File: config.mk
export PLATFORM = sky130hd
export DESIGN_NAME = eex_top
export DESIGN_NICKNAME = d
export VERILOG_FILES = /design/src/pkg/eex_pkg.sv /design/src/eex_pending.sv /design/src/eex_flags.sv /design/src/eex_top.sv
export SDC_FILE = /design/constraint.sdc
export NUM_CORES = 1
export LEC_CHECK = 0
export CAP_MARGIN = 20
export CORE_AREA = 2 2 174 176
export CTS_CLUSTER_DIAMETER = 100
export DETAILED_ROUTE_END_ITERATION = 8
export DIE_AREA = 0 0 176 178
export DONT_BUFFER_PORTS = 1
export PLACE_DENSITY = 0.45
export SYNTH_ARGS = -nofsm -noshare
export SYNTH_HDL_FRONTEND = slang
export SYNTH_SLANG_ARGS = --single-unit
File: constraint.sdc
create_clock -name ref_clk -period 14.2 [get_ports ref_clk]
set_clock_uncertainty 0.2 [all_clocks]
set_input_delay 2.13 -clock ref_clk [delete_from_list [all_inputs] [get_ports ref_clk]]
set_output_delay 2.13 -clock ref_clk [all_outputs]
set_load 0.1 [all_outputs]
File: src/pkg/eex_pkg.sv
// Shared constants for the error exit recorder and exchange flag field
package eex_pkg;
   // Geometry
   localparam int EEX_NCOND   = 6;
   localparam int EEX_ADDR_W  = 21;
   localparam int EEX_MON_W   = 16;
   localparam int EEX_CODE_W  = 6;
   localparam int EEX_FLAG_W  = 6;
   localparam int EEX_WORD_W  = 60;
   localparam int EEX_CMU_W   = 32;
   // Flag field position inside the fourth exchange package word
   localparam int EEX_XP_FLAG_WORD = 3;
   localparam int EEX_XP_FLAG_LSB  = 51;
   localparam int EEX_XP_FLAG_MSB  = 56;
   // Flag register bits (bit 5 holds package bit 56)
   localparam int EEX_FLG_UEM   = 5;
   localparam int EEX_FLG_RSV   = 4;
   localparam int EEX_FLG_BLK   = 3;
   localparam int EEX_FLG_CIF   = 2;
   localparam int EEX_FLG_PURGE = 1;
   localparam int EEX_FLG_HWE   = 0;
   // Block copy address slice of index register zero
   localparam int EEX_BLK_LSB = 30;
   localparam int EEX_BLK_MSB = 50;
   // Firmware exit codes (octal 00, 20 and 67)
   localparam logic [EEX_CODE_W-1:0] EEX_CODE_SW   = 6'h00;
   localparam logic [EEX_CODE_W-1:0] EEX_CODE_HW_A = 6'h10;
   localparam logic [EEX_CODE_W-1:0] EEX_CODE_HW_B = 6'h37;
   // Register byte offsets
   localparam logic [7:0] EEX_OFF_EMS   = 8'h00;
   localparam logic [7:0] EEX_OFF_FLAGS = 8'h04;
   localparam logic [7:0] EEX_OFF_PEND  = 8'h08;
   localparam logic [7:0] EEX_OFF_RADDR = 8'h0c;
   localparam logic [7:0] EEX_OFF_RCOND = 8'h10;
   localparam logic [7:0] EEX_OFF_RMON  = 8'h14;
   localparam logic [7:0] EEX_OFF_CRA   = 8'h18;
   localparam logic [7:0] EEX_OFF_CFL   = 8'h1c;
   // Reset values
   localparam logic [EEX_FLAG_W-1:0] EEX_FLAGS_RST = 6'h00;
   localparam logic [EEX_NCOND-1:0]  EEX_EMS_RST   = 6'h00;
   localparam logic [31:0]           EEX_RD_ZERO   = 32'h0000_0000;
   // Field position of the code inside the condition readback
   localparam int EEX_RCOND_CODE_LSB = 16;
endpackage

File: src/eex_pending.sv
// Store of exit condition bits that occurred without exit mode selected
module eex_pending
   import eex_pkg::*;
#(
   parameter int NCOND = EEX_NCOND
)(
   input  wire logic             ref_clk,
   input  wire logic             rst,
   input  wire logic [NCOND-1:0] set_bits,
   input  wire logic             flush,
   output logic      [NCOND-1:0] pend
);
   logic [NCOND-1:0] pend_r;
   logic [NCOND-1:0] pend_nxt;

   // New arrival beats a flush in the same cycle
   genvar i;
   generate
      for (i = 0; i < NCOND; i++)
      begin : g_bit
         assign pend_nxt[i] = set_bits[i] | (pend_r[i] & ~flush); // [RULE_03] [RULE_19]
      end
   endgenerate

   always_ff @(posedge ref_clk or posedge rst)
   begin
      if (rst)
         pend_r <= '0;
      else
         pend_r <= pend_nxt;
   end

   assign pend = pend_r;
endmodule

File: src/eex_flags.sv
// Exchange package flag register with hardware set and clear paths
module eex_flags
   import eex_pkg::*;
#(
   parameter int CMU_W = EEX_CMU_W
)(
   input  wire logic                  ref_clk,
   input  wire logic                  rst,
   input  wire logic                  wr_en,
   input  wire logic [EEX_FLAG_W-1:0] wr_data,
   input  wire logic                  hwe_set,
   input  wire logic                  cmu_intr,
   input  wire logic [CMU_W-1:0]      cmu_state,
   input  wire logic                  cmu_resume,
   output logic      [EEX_FLAG_W-1:0] flags,
   output logic      [CMU_W-1:0]      saved_state
);
   logic [EEX_FLAG_W-1:0] flags_r;
   logic [EEX_FLAG_W-1:0] flags_nxt;
   logic [EEX_FLAG_W-1:0] hw_set;
   logic [EEX_FLAG_W-1:0] hw_clr;
   logic [EEX_FLAG_W-1:0] keep;
   logic [CMU_W-1:0]      saved_r;

   assign hw_set = (EEX_FLAG_W'(hwe_set) << EEX_FLG_HWE)    // [RULE_20]
                 | (EEX_FLAG_W'(cmu_intr) << EEX_FLG_CIF);  // [RULE_15]
   // Resume consumes the interrupted mark
   assign hw_clr = EEX_FLAG_W'(cmu_resume) << EEX_FLG_CIF; // [RULE_16]

   // Hardware sets win over software writes and resume clears
   genvar i;
   generate
      for (i = 0; i < EEX_FLAG_W; i++)
      begin : g_flag
         if (i == EEX_FLG_RSV)
         begin : g_rsv
            assign flags_nxt[i] = 1'b0; // [RULE_12]
         end
         else
         begin : g_rw
            assign keep[i] = wr_en ? wr_data[i] : flags_r[i];
            assign flags_nxt[i] = hw_set[i] | (keep[i] & ~hw_clr[i]); // [RULE_11]
         end
      end
   endgenerate
   assign keep[EEX_FLG_RSV] = 1'b0;

   always_ff @(posedge ref_clk or posedge rst)
   begin
      if (rst)
         flags_r <= EEX_FLAGS_RST;
      else
         flags_r <= flags_nxt;
   end

   always_ff @(posedge ref_clk or posedge rst)
   begin
      if (rst)
         saved_r <= '0;
      else if (cmu_intr)
         saved_r <= cmu_state; // [RULE_15]
   end

   assign flags       = flags_r;
   assign saved_state = saved_r;
endmodule

File: src/eex_top.sv
// Error exit recorder and exchange package flag field with APB registers
// Function
// [RULE_01] Firmware-handled errors record program address and exit code in reference word.
// [RULE_02] Enabled exit condition takes error exit, recording its condition code; the design takes none when a firmware exchange comes in the same cycle.
// [RULE_03] Disabled exit condition lets execution continue and stays pending.
// [RULE_04] Error exit records all pending bits with the causing bit.
// [RULE_05] Exchange to error firmware discards pending condition bits.
// [RULE_06] Every firmware-handled software error records code 00; the design records 20 or 67 instead when hw_err comes in the same cycle.
// [RULE_07] Firmware-handled hardware errors record only code 20 or 67.
// [RULE_08] Monitor diagnostic bits go in low 16 bits of reference word.
// [RULE_09] Reference address and field length registers are 21 bits.
// [RULE_10] Fourth exchange package word holds a 6-bit flag field.
// [RULE_11] Flags at bits 56..51: memory enable, copy, interrupted, purge, error.
// [RULE_12] Software writes zero to reserved flag bit 55.
// [RULE_13] Extended memory instructions illegal unless memory enable flag set.
// [RULE_14] Block copy flag takes address from index register zero bits 30..50.
// [RULE_15] Interrupted compare/move sets its flag and saves resume state.
// [RULE_16] Refetch with interrupted flag set resumes from saved point.
// [RULE_17] Purge flag requests extended lookahead stack purging.
// [RULE_18] Hardware error exits are always enabled.
// [RULE_19] Pending store clears once written out or discarded.
// [RULE_20] Hardware error exchange sets the hardware error flag.
module eex_top
   import eex_pkg::*;
#(
   parameter int NCOND = EEX_NCOND,
   parameter int CMU_W = EEX_CMU_W
)(
   input  wire logic                  ref_clk,
   input  wire logic                  rst,
   input  wire logic                  psel,
   input  wire logic                  penable,
   input  wire logic                  pwrite,
   input  wire logic [7:0]            paddr,
   input  wire logic [31:0]           pwdata,
   output logic      [31:0]           prdata,
   output logic                       pready,
   output logic                       pslverr,
   input  wire logic [EEX_ADDR_W-1:0] prog_addr,
   input  wire logic [NCOND-1:0]      cond_evt,
   input  wire logic                  xchg_req,
   input  wire logic                  sw_err,
   input  wire logic                  hw_err,
   input  wire logic                  hw_err_alt,
   input  wire logic [EEX_MON_W-1:0]  monitor_condition_bits,
   input  wire logic                  cmu_intr,
   input  wire logic [CMU_W-1:0]      cmu_state,
   input  wire logic                  cmu_refetch,
   input  wire logic [EEX_WORD_W-1:0] index_register_zero,
   input  wire logic [EEX_ADDR_W-1:0] address_register_zero,
   output logic                       rec_valid,
   output logic                       err_exit,
   output logic                       fw_exchange,
   output logic [EEX_ADDR_W-1:0]      rec_addr,
   output logic [NCOND-1:0]           rec_cond,
   output logic [EEX_CODE_W-1:0]      rec_code,
   output logic [EEX_MON_W-1:0]       rec_mon,
   output logic [EEX_WORD_W-1:0]      xp_flag_word,
   output logic [EEX_ADDR_W-1:0]      central_reference_address,
   output logic [EEX_ADDR_W-1:0]      central_field_length,
   output logic                       ext_mem_illegal,
   output logic [EEX_ADDR_W-1:0]      blk_copy_addr,
   output logic                       purge_ext,
   output logic                       cmu_resume,
   output logic [CMU_W-1:0]           cmu_resume_state
);
   generate
      if (NCOND < 1 || NCOND > EEX_RCOND_CODE_LSB)
      begin : g_bad_ncond
         $error("NCOND must lie between 1 and 16");
      end
      if (CMU_W < 1 || CMU_W > 32)
      begin : g_bad_cmu
         $error("CMU_W must lie between 1 and 32");
      end
   endgenerate

   // Bus phases
   wire                    setup;
   wire                    access;
   wire                    wr;
   wire                    hit;
   wire [31:0]             rd_mux;
   // Event decode
   wire                    fw;
   wire                    exit_hit;
   wire [NCOND-1:0]        ems_hit;
   wire [NCOND-1:0]        pend_set;
   wire [NCOND-1:0]        pend;
   wire                    pend_flush;
   wire [EEX_CODE_W-1:0]   fw_code;
   wire                    resume_go;
   wire [EEX_FLAG_W-1:0]   flags;
   wire [CMU_W-1:0]        saved_state;
   wire                    flag_wr;

   logic [NCOND-1:0]       exit_mode_selection_r;
   logic [EEX_ADDR_W-1:0]  cra_r;
   logic [EEX_ADDR_W-1:0]  cfl_r;
   logic [31:0]            prdata_r;
   logic                   pready_r;
   logic                   pslverr_r;
   logic                   rec_valid_r;
   logic                   err_exit_r;
   logic                   fw_exchange_r;
   logic [EEX_ADDR_W-1:0]  rec_addr_r;
   logic [NCOND-1:0]       rec_cond_r;
   logic [EEX_CODE_W-1:0]  rec_code_r;
   logic [EEX_MON_W-1:0]   rec_mon_r;
   logic [EEX_WORD_W-1:0]  xp_word_r;
   logic                   ext_mem_illegal_r;
   logic [EEX_ADDR_W-1:0]  blk_addr_r;
   logic                   purge_ext_r;
   logic                   cmu_resume_r;
   logic [CMU_W-1:0]       cmu_resume_state_r;

   // APB: zero-wait access, answer registered at the setup edge
   assign setup  = psel & ~penable;
   assign access = psel & penable & pready_r;
   assign wr     = access & pwrite;
   assign hit    = (paddr == EEX_OFF_EMS)   | (paddr == EEX_OFF_FLAGS)
                 | (paddr == EEX_OFF_PEND)  | (paddr == EEX_OFF_RADDR)
                 | (paddr == EEX_OFF_RCOND) | (paddr == EEX_OFF_RMON)
                 | (paddr == EEX_OFF_CRA)   | (paddr == EEX_OFF_CFL);
   assign rd_mux =
        (paddr == EEX_OFF_EMS)   ? 32'(exit_mode_selection_r)
      : (paddr == EEX_OFF_FLAGS) ? 32'(flags)
      : (paddr == EEX_OFF_PEND)  ? 32'(pend)
      : (paddr == EEX_OFF_RADDR) ? 32'(rec_addr_r)
      : (paddr == EEX_OFF_RCOND) ? (32'(rec_cond_r)
                                   | (32'(rec_code_r) << EEX_RCOND_CODE_LSB))
      : (paddr == EEX_OFF_RMON)  ? 32'(rec_mon_r)
      : (paddr == EEX_OFF_CRA)   ? 32'(cra_r)
      : (paddr == EEX_OFF_CFL)   ? 32'(cfl_r)
      : EEX_RD_ZERO;
   assign flag_wr = wr & (paddr == EEX_OFF_FLAGS);

   always_ff @(posedge ref_clk or posedge rst)
   begin
      if (rst)
      begin
         pready_r  <= 1'b0;
         pslverr_r <= 1'b0;
         prdata_r  <= EEX_RD_ZERO;
      end
      else
      begin
         pready_r  <= setup;
         pslverr_r <= setup & ~hit;
         prdata_r  <= (setup & ~pwrite) ? rd_mux : EEX_RD_ZERO;
      end
   end

   // Software-owned configuration
   always_ff @(posedge ref_clk or posedge rst)
   begin
      if (rst)
      begin
         exit_mode_selection_r <= EEX_EMS_RST;
         cra_r                 <= '0;
         cfl_r                 <= '0;
      end
      else if (wr)
      begin
         if (paddr == EEX_OFF_EMS)
            exit_mode_selection_r <= pwdata[NCOND-1:0];
         if (paddr == EEX_OFF_CRA)
            cra_r <= pwdata[EEX_ADDR_W-1:0]; // [RULE_09]
         if (paddr == EEX_OFF_CFL)
            cfl_r <= pwdata[EEX_ADDR_W-1:0]; // [RULE_09]
      end
   end

   // Firmware exchange outranks an error exit in the same cycle
   assign fw        = hw_err | sw_err | xchg_req;
   assign ems_hit   = cond_evt & exit_mode_selection_r;
   assign exit_hit  = (|ems_hit) & ~fw; // [RULE_02]
   // Hardware errors never consult the mode bits
   assign fw_code   = hw_err ? (hw_err_alt ? EEX_CODE_HW_B : EEX_CODE_HW_A) // [RULE_07] [RULE_18]
                    : EEX_CODE_SW; // [RULE_06]
   assign pend_flush = exit_hit | fw; // [RULE_05] [RULE_19]
   // Bits seen in an exit cycle leave with the exit, not into the store
   assign pend_set  = exit_hit ? '0 : (cond_evt & ~exit_mode_selection_r); // [RULE_03]

   eex_pending #(
      .NCOND (NCOND)
   ) u_pend (
      .ref_clk  (ref_clk),
      .rst      (rst),
      .set_bits (pend_set),
      .flush    (pend_flush),
      .pend     (pend)
   );

   // Record of the last exit
   always_ff @(posedge ref_clk or posedge rst)
   begin
      if (rst)
      begin
         rec_valid_r   <= 1'b0;
         err_exit_r    <= 1'b0;
         fw_exchange_r <= 1'b0;
         rec_addr_r    <= '0;
         rec_cond_r    <= '0;
         rec_code_r    <= EEX_CODE_SW;
         rec_mon_r     <= '0;
      end
      else
      begin
         rec_valid_r   <= exit_hit | hw_err | sw_err;
         err_exit_r    <= exit_hit;
         fw_exchange_r <= fw;
         if (exit_hit)
         begin
            rec_addr_r <= prog_addr;
            rec_cond_r <= cond_evt | pend; // [RULE_02] [RULE_04]
            rec_code_r <= EEX_CODE_SW;
            rec_mon_r  <= '0;
         end
         else if (hw_err | sw_err)
         begin
            rec_addr_r <= prog_addr;        // [RULE_01]
            rec_cond_r <= '0;               // [RULE_05]
            rec_code_r <= fw_code;          // [RULE_01]
            rec_mon_r  <= monitor_condition_bits; // [RULE_08]
         end
      end
   end

   assign resume_go = cmu_refetch & flags[EEX_FLG_CIF]; // [RULE_16]

   eex_flags #(
      .CMU_W (CMU_W)
   ) u_flags (
      .ref_clk     (ref_clk),
      .rst         (rst),
      .wr_en       (flag_wr),
      .wr_data     (pwdata[EEX_FLAG_W-1:0]),
      .hwe_set     (hw_err),
      .cmu_intr    (cmu_intr),
      .cmu_state   (cmu_state),
      .cmu_resume  (resume_go),
      .flags       (flags),
      .saved_state (saved_state)
   );

   // Flag-steered execution controls, registered for clean outputs
   always_ff @(posedge ref_clk or posedge rst)
   begin
      if (rst)
      begin
         xp_word_r          <= '0;
         ext_mem_illegal_r  <= 1'b1;
         blk_addr_r         <= '0;
         purge_ext_r        <= 1'b0;
         cmu_resume_r       <= 1'b0;
         cmu_resume_state_r <= '0;
      end
      else
      begin
         xp_word_r <= EEX_WORD_W'(flags) << EEX_XP_FLAG_LSB; // [RULE_10] [RULE_11]
         ext_mem_illegal_r <= ~flags[EEX_FLG_UEM]; // [RULE_13]
         blk_addr_r <= flags[EEX_FLG_BLK]
                     ? index_register_zero[EEX_BLK_MSB:EEX_BLK_LSB] // [RULE_14]
                     : address_register_zero;
         purge_ext_r  <= flags[EEX_FLG_PURGE]; // [RULE_17]
         cmu_resume_r <= resume_go; // [RULE_16]
         if (resume_go)
            cmu_resume_state_r <= saved_state;
      end
   end

   assign prdata                    = prdata_r;
   assign pready                    = pready_r;
   assign pslverr                   = pslverr_r;
   assign rec_valid                 = rec_valid_r;
   assign err_exit                  = err_exit_r;
   assign fw_exchange               = fw_exchange_r;
   assign rec_addr                  = rec_addr_r;
   assign rec_cond                  = rec_cond_r;
   assign rec_code                  = rec_code_r;
   assign rec_mon                   = rec_mon_r;
   assign xp_flag_word              = xp_word_r;
   assign central_reference_address = cra_r;
   assign central_field_length      = cfl_r;
   assign ext_mem_illegal           = ext_mem_illegal_r;
   assign blk_copy_addr             = blk_addr_r;
   assign purge_ext                 = purge_ext_r;
   assign cmu_resume                = cmu_resume_r;
   assign cmu_resume_state          = cmu_resume_state_r;
endmodule

==> flow_metrics.tcl <==
set metrics [dict create \
    cts_resized 0 \
    synth_flop_cell "dfrtp_1" \
    num_rows 63 \
    yosys_warnings 0 \
    finalSetupTns_ps 0 \
    drt-total-wl_um 25900 \
    netlist_instances 726 \
    finalSetupViolations 0 \
    rsz0062_at_grt "false" \
    fin_crit_ps 4070 \
    cts_buffers 26 \
    io_buffer_count 0 \
    grt_first_pass_wirelength_um 37800 \
    synth.avg_cell_area_um2 13.2 \
    async_flop_share_pct 100 \
    synth_area_um2 9620 \
    leakage_uw 0.00477 \
    ctsHoldBuffers 0 \
    final_nets 927 \
    dp.final_hpwl_um 18000 \
    synth_seq_cells 223 \
    layout_setup_ws_ps 10130 \
    grt_overflow 0 \
    post_cts.repair.setup_buffers 0 \
    antenna_found_initial 4 \
    crit_fanout 6 \
    h-tree-depth 1 \
    p_per_area_nw_per_um2 165 \
    cts_max_path_buffers 3 \
    clk_pin_slew_worst_paths_ps 60 \
    cts_tree "yes" \
    core_area_um2 29400 \
    hp-class "reg2reg" \
    clock_latency_ps 530 \
    grt_pass1_vias 5845 \
    grt_max_degree 148 \
    die_h_um 178 \
    post-route-drc-count 0 \
    finalHoldViolCount 0 \
    endpoint_kind "output port" \
    slew_viol_final 0 \
    grtUsageTotal_pct 15.8 \
    fin_area_um2 10600 \
    gp_congestion 0.797 \
    fill_cells 2825 \
    arrival_ps 1740 \
    maxCapViolCount 0 \
    fin_cells 1129 \
    dpl_cell_area_um2 9710 \
    peakVddDrop_mv 0.0848 \
    relSlewSlack_pct 24.0 \
    drtAntennaViolNets 0 \
    clockRootBuffer "clkbuf_16" \
    first_pass_iters 4 \
    yosys.area.top_type_share_pct 57.8 \
    wl_per_cell_um 22.9 \
    fmax_mhz 245 \
    tightest_slew_ps 1140 \
    worstPathRequired_ps 11870 \
    die_area_um2 31300 \
    die_w_um 176 \
    cts_sinks 223 \
    io-pin-count 451 \
    areaGrowthSynthToFinish_pct 9.95 \
    synth-edff-count 0 \
    fin_crit_sh_pct 28.7 \
    run_status "finished, final reports clean" \
    yosysSeqAreaShare_pct 58.0 \
    start_kind "flop" \
    synthTopCellsByArea "dfrtp_1 (58%), mux2_2 (16%), buf_4 (5.5%), mux2_4 (3.1%), mux4_2 (2.6%)" \
    ys_types 43 \
    crit_type "reg2out" \
    synth.largest_area_cell "dfrtp_1" \
    initial_utilization_pct 32.7 \
    vias 5585 \
    post-place-ws_ps 9720 \
    utilization_pct 36.0 \
    drive_above_1_share_pct 30.7 \
    dp.cells 1080 \
    vias_per_cell 4.95 \
    drt_iter0_markers 355 \
]
[area by class of cell]
cell class                 instances  area, µm²  area share (%)
clock inverter                     5       61.3           0.580
inverter                           7       33.8           0.319
multi-input combinational        456       3570            33.8
antenna                            2       5.00          0.0473
sequential                       223       5590            52.8
clock buffer                      40        743            7.03
tap                              390        488            4.61
timing repair buffer               6       85.1           0.805
[stage by stage]
stage	total power, µW	hold WS, ps
floorplan	1120	164
global placement	1120	192
detailed placement	1130	203
CTS	1770	216
global route	1810	226
finish	1750	206
[worst register-to-register path, stage by stage, from the launching register on]
cell	delay [ps]
dfrtp_1	920
and4_1	380
nand4_1	540
a311o_1	560
[cell usage after synthesis, types with 4 or more instances]
cell type,n
mux2_2,140
a21oi_1,49
buf_4,71
a22oi_1,4
buf_2,14
nor3_1,4
dfrtp_1,222
mux4_2,11
o41ai_1,10
nor2_1,48
mux2_4,20
buf_1,4
clkbuf_1,13
inv_1,7
mux2i_1,6
nand2_1,51
nor2b_1,11
[placed cells by master, fill, tap and decap left out, types with 4 or more instances in the layout]
cell type,instances
dfrtp_1,220
nor2b_1,11
a21oi_1,49
conb_1,66
mux4_2,11
mux2_2,140
inv_1,6
clkbuf_1,10
nor3_1,4
nand2_1,51
nor2_1,45
mux2i_1,6
clkbuf_16,26
o41ai_1,10
buf_4,4
mux2_4,20
a22oi_1,4
clkbuf_8,4
[per-layer routing]
layer	GRT usage, %	vias to the layer above	wire [µm]
met5	0	-	16
met4	4.30	2	525
met3	7.23	40	3040
met2	25.8	273	12500
met1	19.0	2878	9830
li1	-	2392	-
[cell families after synthesis]
family,Yosys count,synth area share [%]
DFF,223,58.0
and+or+nand+nor,136,6.69
other,1,0.0390
muxes,177,22.7
buffers and inverters,112,7.49
AOI/OAI and AO/OA,77,5.02
[sequential cells by signal, summed over array words and instances (netlist names), 2 cells and up]
register,flops
blk_copy_addr,21
central_field_length,21
central_reference_address,21
cmu_resume_state,32
exit_mode_selection_r,6
prdata,22
rec_addr,21
rec_code,2
rec_cond,6
rec_mon,16
u_flags.flags,5
u_flags.saved_state,32
u_pend.pend,6
xp_flag_word,5
[power breakdown]
group	internal (µW)	total (µW)	switching (µW)
Combinational	45.4	159	113
Clock	376	630	254
Sequential	673	957	284
[worst paths after layout]
kind / cells after the start / from / to / slack [ps]
max: 0 / rec_code[2]$_DFFE_PP0P_ / rec_code[5] / 10130
min in group asynchronous: 1 / rst / blk_copy_addr[0]$_DFF_PP0_ / 1300
min: 0 / u_flags.flags[0]$_DFF_PP0_ / xp_flag_word[51]$_DFF_PP0_ / 210
min reg2reg: 0 / u_flags.flags[0]$_DFF_PP0_ / xp_flag_word[51]$_DFF_PP0_ / 210
max in group asynchronous: 3 / rst / u_flags.saved_state[9]$_DFFE_PP0P_ / 10770
max reg2reg: 3 / pready$_DFF_PP0_ / u_flags.flags[2]$_DFF_PP0_ / 11470
(Power assumes the default switching activity.)
